--- src/dxw_pkg.sv ---
// What this block does
// - Outbound messages to the translation service go as stream beats, moving only when valid and ready are both high.
// - Inbound messages from the translation service arrive with valid, data, keep and last, and this block drives ready.
// - Every translation-service link is credit based, so a sender issues beats only when the receiver can take them.
// - Each sender raises its wake line while a message is arriving or about to arrive; only valid and ready move beats.
// - The outbound translation-service link carries a destination tag that picks the receiving service block.
// - The outbound translation-service link carries a byte keep marking the bytes of each beat to transfer.
// - The inbound translation-service link delivers a source tag naming the service block that sent it.
// - Messages to the wake request block go over a credited stream link with 16-bit data and the valid/ready handshake.
// - The wake output toward the wake request block is registered and high while a message arrives or is about to.
// - In a stitched build the wake request link and its wake output stay internal and are not top-level ports; here the ws_ ports remain and are tied off at zero.
package dxw_pkg;
    localparam int DXW_XDATA_W = 64;
    localparam int DXW_XKEEP_W = DXW_XDATA_W / 8;
    localparam int DXW_XTAG_W = 4;
    localparam int DXW_WDATA_W = 16;
    localparam int DXW_CRED_W = 4;
    localparam logic [DXW_CRED_W-1:0] DXW_XCRED_RST = 4'h4;
    localparam logic [DXW_CRED_W-1:0] DXW_WCRED_RST = 4'h4;
endpackage

--- src/dxw_ports.sv ---
`timescale 1ns/1ns
// Distributor stream ports toward translation service and wake request block
module dxw_ports #(
    parameter bit STITCHED = 1'b0
) (
    input wire logic mclk,
    input wire logic resetn,
    input wire logic xo_valid,
    output logic xo_ready,
    input wire logic [dxw_pkg::DXW_XDATA_W-1:0] xo_data,
    input wire logic [dxw_pkg::DXW_XKEEP_W-1:0] xo_keep,
    input wire logic [dxw_pkg::DXW_XTAG_W-1:0] xo_dest,
    input wire logic xo_last,
    input wire logic xo_pending,
    output logic xs_tvalid,
    input wire logic xs_tready,
    output logic [dxw_pkg::DXW_XDATA_W-1:0] xs_tdata,
    output logic [dxw_pkg::DXW_XKEEP_W-1:0] xs_tkeep,
    output logic [dxw_pkg::DXW_XTAG_W-1:0] xs_tdest,
    output logic xs_tlast,
    output logic xs_twakeup,
    input wire logic xs_credit,
    input wire logic xr_tvalid,
    output logic xr_tready,
    input wire logic [dxw_pkg::DXW_XDATA_W-1:0] xr_tdata,
    input wire logic [dxw_pkg::DXW_XKEEP_W-1:0] xr_tkeep,
    input wire logic [dxw_pkg::DXW_XTAG_W-1:0] xr_tsrc,
    input wire logic xr_tlast,
    input wire logic xr_twakeup,
    output logic xr_credit,
    output logic xi_valid,
    output logic [dxw_pkg::DXW_XDATA_W-1:0] xi_data,
    output logic [dxw_pkg::DXW_XKEEP_W-1:0] xi_keep,
    output logic [dxw_pkg::DXW_XTAG_W-1:0] xi_src,
    output logic xi_last,
    output logic xi_awake,
    input wire logic wo_valid,
    output logic wo_ready,
    input wire logic [dxw_pkg::DXW_WDATA_W-1:0] wo_data,
    input wire logic wo_last,
    input wire logic wo_pending,
    output logic ws_tvalid,
    input wire logic ws_tready,
    output logic [dxw_pkg::DXW_WDATA_W-1:0] ws_tdata,
    output logic ws_tlast,
    output logic ws_twakeup,
    input wire logic ws_credit
);
    import dxw_pkg::*;

    localparam int XSW = DXW_XKEEP_W + DXW_XTAG_W;
    logic [XSW-1:0] xs_side;
    logic xs_pend;
    logic ws_tvalid_i;
    logic [DXW_WDATA_W-1:0] ws_tdata_i;
    logic ws_tlast_i;
    logic ws_twakeup_i;
    logic xr_wake_s1;
    logic xr_wake_s2;

    // Outbound to translation service, keep and destination as sideband
    dxw_tx_port #(.DW(DXW_XDATA_W), .SW(XSW), .CRED_RST(DXW_XCRED_RST)) u_xs (
        .mclk(mclk),
        .resetn(resetn),
        .s_valid(xo_valid),
        .s_ready(xo_ready),
        .s_data(xo_data),
        .s_side({xo_keep, xo_dest}),
        .s_last(xo_last),
        .s_pending(xs_pend),
        .m_tvalid(xs_tvalid),
        .m_tready(xs_tready),
        .m_tdata(xs_tdata),
        .m_tside(xs_side),
        .m_tlast(xs_tlast),
        .m_twakeup(xs_twakeup),
        .m_credit(xs_credit),
        .credits()
    );
    assign xs_pend = xo_pending;
    assign xs_tkeep = xs_side[XSW-1:DXW_XTAG_W];
    assign xs_tdest = xs_side[DXW_XTAG_W-1:0];

    // Outbound to wake request block, 16-bit data
    dxw_tx_port #(.DW(DXW_WDATA_W), .SW(1), .CRED_RST(DXW_WCRED_RST)) u_ws (
        .mclk(mclk),
        .resetn(resetn),
        .s_valid(wo_valid),
        .s_ready(wo_ready),
        .s_data(wo_data),
        .s_side(1'b0),
        .s_last(wo_last),
        .s_pending(wo_pending),
        .m_tvalid(ws_tvalid_i),
        .m_tready(ws_tready),
        .m_tdata(ws_tdata_i),
        .m_tside(),
        .m_tlast(ws_tlast_i),
        .m_twakeup(ws_twakeup_i),
        .m_credit(ws_credit),
        .credits()
    );

    // Stitched build keeps this link internal: ports tie off at zero
    assign ws_tvalid = STITCHED ? 1'b0 : ws_tvalid_i;
    assign ws_tdata = STITCHED ? '0 : ws_tdata_i;
    assign ws_tlast = STITCHED ? 1'b0 : ws_tlast_i;
    assign ws_twakeup = STITCHED ? 1'b0 : ws_twakeup_i;

    // Inbound: sender holds credits, so this side never stalls
    assign xr_tready = 1'b1;

    // Capture each beat with keep and source tag, return one credit per beat
    always_ff @(posedge mclk) begin
        if (!resetn) begin
            xi_valid <= 1'b0;
            xi_data <= '0;
            xi_keep <= '0;
            xi_src <= '0;
            xi_last <= 1'b0;
            xr_credit <= 1'b0;
        end else begin
            xi_valid <= xr_tvalid && xr_tready;
            xr_credit <= xr_tvalid && xr_tready;
            if (xr_tvalid && xr_tready) begin
                xi_data <= xr_tdata;
                xi_keep <= xr_tkeep;
                xi_src <= xr_tsrc;
                xi_last <= xr_tlast;
            end
        end
    end

    // Wake arrives from the link pin, so it is synchronised before use
    always_ff @(posedge mclk) begin
        if (!resetn) begin
            xr_wake_s1 <= 1'b0;
            xr_wake_s2 <= 1'b0;
        end else begin
            xr_wake_s1 <= xr_twakeup;
            xr_wake_s2 <= xr_wake_s1;
        end
    end
    assign xi_awake = xr_wake_s2;
endmodule

--- src/dxw_tx_port.sv ---
`timescale 1ns/1ns
// One credited outbound stream sender with a registered wake line
module dxw_tx_port #(
    parameter int DW = 16,
    parameter int SW = 1,
    parameter logic [dxw_pkg::DXW_CRED_W-1:0] CRED_RST = '0
) (
    input wire logic mclk,
    input wire logic resetn,
    input wire logic s_valid,
    output logic s_ready,
    input wire logic [DW-1:0] s_data,
    input wire logic [SW-1:0] s_side,
    input wire logic s_last,
    input wire logic s_pending,
    output logic m_tvalid,
    input wire logic m_tready,
    output logic [DW-1:0] m_tdata,
    output logic [SW-1:0] m_tside,
    output logic m_tlast,
    output logic m_twakeup,
    input wire logic m_credit,
    output logic [dxw_pkg::DXW_CRED_W-1:0] credits
);
    import dxw_pkg::*;

    logic full;
    logic in_msg;
    logic fire;
    logic load;

    assign fire = m_tvalid && m_tready;
    // Skid-free single stage: refill when empty or draining, but only on credit
    assign s_ready = (!full || fire) && (credits != '0);
    assign load = s_valid && s_ready;

    // Beat register
    always_ff @(posedge mclk) begin
        if (!resetn) begin
            full <= 1'b0;
            m_tdata <= '0;
            m_tside <= '0;
            m_tlast <= 1'b0;
        end else begin
            if (load) begin
                full <= 1'b1;
                m_tdata <= s_data;
                m_tside <= s_side;
                m_tlast <= s_last;
            end else if (fire) begin
                full <= 1'b0;
            end
        end
    end
    assign m_tvalid = full;

    // Credit taken when a beat is loaded, so valid never rises without one
    always_ff @(posedge mclk) begin
        if (!resetn) begin
            credits <= CRED_RST;
        end else begin
            credits <= credits - {{(DXW_CRED_W-1){1'b0}}, load} + {{(DXW_CRED_W-1){1'b0}}, m_credit};
        end
    end

    // Track open message between first load and last accepted beat
    always_ff @(posedge mclk) begin
        if (!resetn) begin
            in_msg <= 1'b0;
        end else if (load && !s_last) begin
            in_msg <= 1'b1;
        end else if (fire && m_tlast) begin
            in_msg <= 1'b0;
        end
    end

    // Wake leads the first beat by a cycle via s_pending, trails the last
    always_ff @(posedge mclk) begin
        if (!resetn) begin
            m_twakeup <= 1'b0;
        end else begin
            m_twakeup <= s_pending || s_valid || full || in_msg;
        end
    end
endmodule

--- config.mk ---
export PLATFORM = sky130hd
export DESIGN_NAME = dxw_ports
export DESIGN_NICKNAME = d
export VERILOG_FILES = /design/src/dxw_pkg.sv /design/src/dxw_ports.sv /design/src/dxw_tx_port.sv
export SDC_FILE = /design/constraint.sdc
export NUM_CORES = 1
export LEC_CHECK = 0
export BUFFER_PORTS_ARGS = -buffer_cell sky130_fd_sc_hd__buf_4
export CAP_MARGIN = 40
export CORE_MARGIN = 4
export CORE_UTILIZATION = 35
export DETAILED_ROUTE_END_ITERATION = 10
export GPL_ROUTABILITY_DRIVEN = 1
export PLACE_DENSITY = 0.67
export REMOVE_ABC_BUFFERS = 1
export SLEW_MARGIN = 40
export SYNTH_ARGS = -nofsm -noshare
export SYNTH_HDL_FRONTEND = slang
export SYNTH_SLANG_ARGS = --single-unit
--- constraint.sdc ---
create_clock -name mclk -period 2.6 [get_ports mclk]
set_clock_uncertainty 0.2 [all_clocks]
set_input_delay 0.13 -clock mclk [delete_from_list [all_inputs] [get_ports mclk]]
set_output_delay 0.13 -clock mclk [all_outputs]
set_load 0.05 [all_outputs]
; Yosys cells after proc, flatten, opt, wreduce, memory -nomap -nowiden
; Cells that the tools add are included.
[word_totals]
register_bits = 188
input_bits = 183
output_inout_bits = 181
wordCells = 60
[classes]
addsub = 4
muxes = 8
reduce_logical = 28
[op_table]
columns = operator, count
row1 = logical AND 1 bit, 10
row2 = adder 4 x 1 -> 4 bit, 2
row3 = logical OR 1 bit, 8
row4 = 2-to-1 mux 1 bit, 8
row5 = nonzero test 2 bit, 4
row6 = nonzero test 4 bit, 2
row7 = subtractor 4 x 1 -> 4 bit, 2
row8 = zero test 1 bit, 4

; Logic depth before layout (Yosys ltp)
[logic_depth]
depth_word = 6
mapped_depth = 12
depth_no_buf = 11

; Hierarchy
; Synthesis repeated with hierarchy kept, for this count alone.
[hier_totals]
cells_unflattened = 750
hier_area_um2 = 7528.5
[by_module_without_submodules]
columns = mod, n_inst, cells_each, area_per_inst_um2, seq_area_each_um2
row1 = dxw_tx_port at u_xs, 1, 374, 3402.0, 1681.6
row2 = dxw_ports, 1, 258, 3015.4, 1601.5
row3 = dxw_tx_port at u_ws, 1, 118, 1111.1, 500.5

; Worst setup path after synthesis
; Ideal clock, no wire load.
[synth_path]
path_kind = flip-flop to flip-flop
startpoint = reg u_xs.full, in the netlist u_xs.m_tvalid
endpoint = reg u_xs.credits[2] in the netlist's numbering
setup_ns = 0.126
arrival_ns = 2.256
required_time_ns = 2.274
setup_slack_ns = 0.018
path_stages_with_launch = 11
n_path_buf = 1
period_less_slack_ns = 2.582
path_cell_list = dfxtp_1 nand2b_1 nand3_2 inv_2 buf_2 ha_1 inv_1 ha_1 fa_1 xnor2_1 nand2_1
[synth_via]
elab_chain_len = 6
elab_cells_between_ends = 7
cone_classes = add/sub: 2 / reduce/logical: 5
[synth_lines]
columns = element, line_no
row1 = "start, declared", dxw_tx_port.sv:27  ; logic full;
row2 = "start signal, assigned", dxw_tx_port.sv:40  ; full <= 1'b0;
row3 = "start signal, assigned", dxw_tx_port.sv:46  ; full <= 1'b1;
row4 = "start signal, assigned", dxw_tx_port.sv:51  ; full <= 1'b0;
row5 = zero test 1 bit / logical AND 1 bit (equally long branches), "dxw_tx_port.sv:34, dxw_tx_port.sv:32"
row6 = logical OR 1 bit (*), dxw_tx_port.sv:34  ; assign s_ready = (!full || fire) && (credits != '0);
row7 = logical AND 1 bit (*), dxw_tx_port.sv:34
row8 = logical AND 1 bit (*), dxw_tx_port.sv:35  ; assign load = s_valid && s_ready;
row9 = via u_xs.load, dxw_tx_port.sv:30  ; logic load;
row10 = subtractor 4 x 1 -> 4 bit (*), dxw_tx_port.sv:62  ; credits <= credits - {{(DXW_CRED_W-1){1'b0}}, load} + {{(DXW_CRED_W-1){1'b0}}, m_credit};
row11 = adder 4 x 1 -> 4 bit (*), dxw_tx_port.sv:62
row12 = "end signal, assigned", dxw_tx_port.sv:62
row13 = "end, declared", dxw_tx_port.sv:23  ; output logic [dxw_pkg::DXW_CRED_W-1:0] credits
; Mark *: on every way through the listed nets, which the timed path passes. The rest lies on a longest branch.
; A chain may end at the register's enable or synchronous reset.

; Worst setup path in the final report
[layout_path]
startpoint = reg u_xs.credits[2] in the netlist's numbering
endpoint = reg u_xs.m_tdata[28]
[layout_via]
elab_chain_len = 3
[layout_lines]
columns = element, line_no
row1 = nonzero test 4 bit, dxw_tx_port.sv:34
row2 = logical AND 1 bit, dxw_tx_port.sv:34
row3 = logical AND 1 bit, dxw_tx_port.sv:35
row4 = "end signal, assigned", dxw_tx_port.sv:47  ; m_tdata <= s_data;
row5 = "end, declared", dxw_tx_port.sv:18  ; output logic [DW-1:0] m_tdata,
; No other way between the ends.

==> impl_metrics.csv <==
group,metric,value,unit
detailed_routing,vias,7210,
sta,finalSetupViolations,0,
detailed_routing,viasPerCell,4.478,
die,die_height,153.5,microns
global_route,grt_util_met3,7.549,%
worst_setup_path,slowest_delay,590,ps
cells_and_area,ff_latch_area,3764,sq um
power,swShare,35.61,%
die,fp.dieW,153.5,microns
global_route,grt_pass1_vias,7501,
worst_setup_path,path_class,"reg -> reg",
cells_and_area,multi_input_area,3348,sq um
logic_synthesis,yosys_warnings,0,
sta,finalWorstSetupSlack,42.12,ps
placement,place_congestion,0.7717,
placement,pre_cts_ws,79.39,ps
worst_setup_path,crit_slowest_cell,"dlygate4sd3_1",
power,comb_power_share,35.1,%
die,core_area,20490,sq um
detailed_routing,drc_errors,0,
global_route,grt_max_degree,79,
detailed_routing,detail-route-antenna-nets,0,
global_route,gr-usage-met2,34.87,%
cells_and_area,drive_gt1_share,30.15,%
logic_synthesis,synth-seq-cells,188,
power,irDropWorstVdd,0.0004585,V
die,pin_count,364,
sta,timing_hold_violations_final,0,
sta,worst_pin_slew,538.6,ps
worst_setup_path,cp.arrival,2720,ps
clocking,path_clk_slew,80,ps
global_route,grt_pass1_wl,38860,microns
status,outcome,"completed",
logic_synthesis,avgSynthCellArea,9.952,sq um
clocking,cts.sinks,188,
sta,grt_setup_unrepaired,"true",
global_route,gr-usage-all-layers,20.13,%
placement,io_buffers,362,
logic_synthesis,synth_area,7405,sq um
clocking,clk_latency,420,ps
worst_setup_path,worstSetupEndpointType,"register",
cells_and_area,nNetsFinal,1522,
hold_path,hold_path_class,"in -> reg",
clocking,cts_root_buf,"clkbuf_16",
worst_setup_path,worstPathCellList,"inv_1 > ha_1 > or3b_4 > nand3_2 > inv_4 > buf_16 > mux2i_1 > dlygate4sd3_1",
sta,slew_viol_final,0,
job,drv_cap,0,
sta,post-route-period-util,98.38,%
power,power_leakage,6.371,nW
power,pwr-share-clk,27.3,%
placement,hpwl,14890,microns
clocking,h-tree-depth,4,
die,start_util,36.13,%
worst_setup_path,cp_max_fo,77,
global_route,antenna_found_initial,0,
die,rows,52,
clocking,cts_tree,"yes",
sta,max_slew_margin,64.10,%
cells_and_area,area_growth,80.62,%
sta,period_needed,2558,ps
global_route,grt_overflow,0,
power,power_switching,3.209,mW
global_route,use_met1,22.89,%
placement,placed_cell_area,10340,sq um
global_route,grt-busiest-layer,"met2",
sta,max_freq,390.9,MHz
logic_synthesis,ys_seq_area_share,50.83,%
clocking,numCtsBuffers,17,
detailed_routing,firstDrtPassIters,4,
logic_synthesis,synthCells,744,
worst_setup_path,critPathLaunchType,"register",
detailed_routing,wl_per_cell,15.35,microns
cells_and_area,num-fill-cells,1500,
logic_synthesis,synth.distinct_cells,29,
die,die-area,23550,sq um
detailed_routing,first_iter_violations,230,
worst_setup_path,critPathRequiredTime,2760,ps
cells_and_area,final_area,13370,sq um
power,power.share.sequential,37.6,%
detailed_routing,wl,24710,microns
power,internal_power,5.803,mW
cells_and_area,insertedDiodeCount,0,
power,power_density,673.8,nW/um^2
clocking,clockBufferDepth,2,
## area by class of cell
type / instances / area share (%)
inverter: 14 / 0.4116
clock buffer: 20 / 3.265
sequential: 188 / 28.14
clock inverter: 12 / 0.8139
multi-input combinational: 489 / 25.04
timing repair buffer: 617 / 39.81
tap: 270 / 2.526
## layer usage
metal	up-vias	part of all wire, %
li1	3576	-
met1	3299	39
met2	289	50
met3	46	8.7
met4	0	2.4
met5	-	0
## power by group through the flow
| stage | combinational, mW | sequential (mW) | clock (mW) |
|---|---|---|---|
| finish | 3.16 | 3.39 | 2.46 |
| global route | 3.37 | 3.43 | 2.63 |
| CTS | 3.14 | 3.38 | 2.54 |
| detailed placement | 2.78 | 3.44 | 0 |
| global placement | 2.75 | 3.43 | 0 |
| floorplan | 0.903 | 4.36 | 0 |
## registers in the layout, summed over array words and instances (netlist names), 4 cells and up
signal / cells
u_ws.m_tdata: 16
u_xs.credits: 4
u_ws.credits: 4
xi_src: 4
xi_data: 64
xi_keep: 8
u_xs.m_tside: 12
u_xs.m_tdata: 64
## cells in the final DEF, fill, tap and decap left out
cell type,count
a21boi_0,1
a21o_1,2
a21oi_1,2
a32o_1,1
and2_1,7
buf_12,4
buf_16,1
buf_4,364
buf_6,1
clkbuf_1,3
clkbuf_16,17
clkinv_4,2
clkinvlp_4,5
conb_1,1
dfxtp_1,188
dlygate4sd3_1,247
fa_1,1
fa_2,1
ha_1,10
inv_1,13
inv_4,1
inv_6,1
inv_8,4
mux2i_1,173
nand2_1,192
nand2b_1,4
nand3_1,3
nand3_2,1
nor2_1,1
nor2b_1,80
nor3b_1,1
nor3b_2,1
o21a_1,1
o21ai_0,1
o41a_1,2
or3b_4,1
xnor2_1,1
xor2_1,1
## cell usage after synthesis (all sizes together)
cell / count / share of area (%)
o21a: 1 / 0.10
xnor2: 1 / 0.12
nand2: 192 / 9.7
nor2b: 80 / 6.8
a21boi: 1 / 0.10
o21ai: 1 / 0.068
conb: 1 / 0.051
and2: 7 / 0.59
nand3: 4 / 0.34
a32o: 1 / 0.14
inv: 14 / 0.71
buf: 22 / 1.8
or3b: 1 / 0.12
dfxtp: 188 / 51
a21o: 2 / 0.20
clkbuf: 31 / 1.6
mux2i: 173 / 23
xor2: 1 / 0.12
nor3b: 2 / 0.20
a21oi: 2 / 0.14
fa: 2 / 0.54
ha: 10 / 1.7
nand2b: 4 / 0.34
o41a: 2 / 0.30
nor2: 1 / 0.051
## kinds of logic after synthesis
group,count (synthesis),share of synthesized area (%)
compound gates,10,1.048
xor+xnor,2,0.2366
fa+ha+maj,12,2.231
buf+inv,67,4.089
flops,188,50.83
mux,173,23.39
other cells,1,0.05064
simple gates,291,18.13
## metrics by stage
step	util [%]	setup TNS, ps	hold WS [ps]	power [mW]	cells
after floorplan	-	-22410	-8.059	5.258	691
after global placement	50.47	0	145.7	6.183	1331
after detailed placement	50.47	0	144.9	6.215	1331
after CTS	65.20	0	5.347	9.060	1610
after global routing	65.26	-47.10	27.07	9.436	1610
final	65.26	0	31.40	9.012	1610
## path summary, 6_finish.rpt
path | start | cells past startpoint | slack, ps | endpoint
worst max-delay path | u_xs.credits[2]$_SDFF_PN1_ | 8 | 40 | u_xs.m_tdata[28]$_SDFFE_PN0P_
worst min-delay path | xr_tvalid | 3 | 30 | xi_keep[5]$_SDFFE_PN0P_
worst max register to register | u_xs.credits[2]$_SDFF_PN1_ | 8 | 40 | u_xs.m_tdata[28]$_SDFFE_PN0P_
worst min register to register | xr_wake_s1$_SDFF_PN0_ | 1 | 240 | xi_awake$_SDFF_PN0_
## worst max-delay path, delay by kind of cell, from the launching register on
family | cells | cell delay, ps
buffers and inverters | 4 | 1110
multiplexers | 1 | 330
flip-flops | 1 | 320
AND/OR/NAND/NOR | 2 | 320
adder cells (fa/ha/maj) | 1 | 180
## repair_timing
action,in CTS,in global routing
resized for setup,0,3
setup endpoints to repair,0,4
endpoints found under the hold margin,183,0
hold buffers,247,0
buffers inserted,0,0
Power figures use the tool's default switching activity.
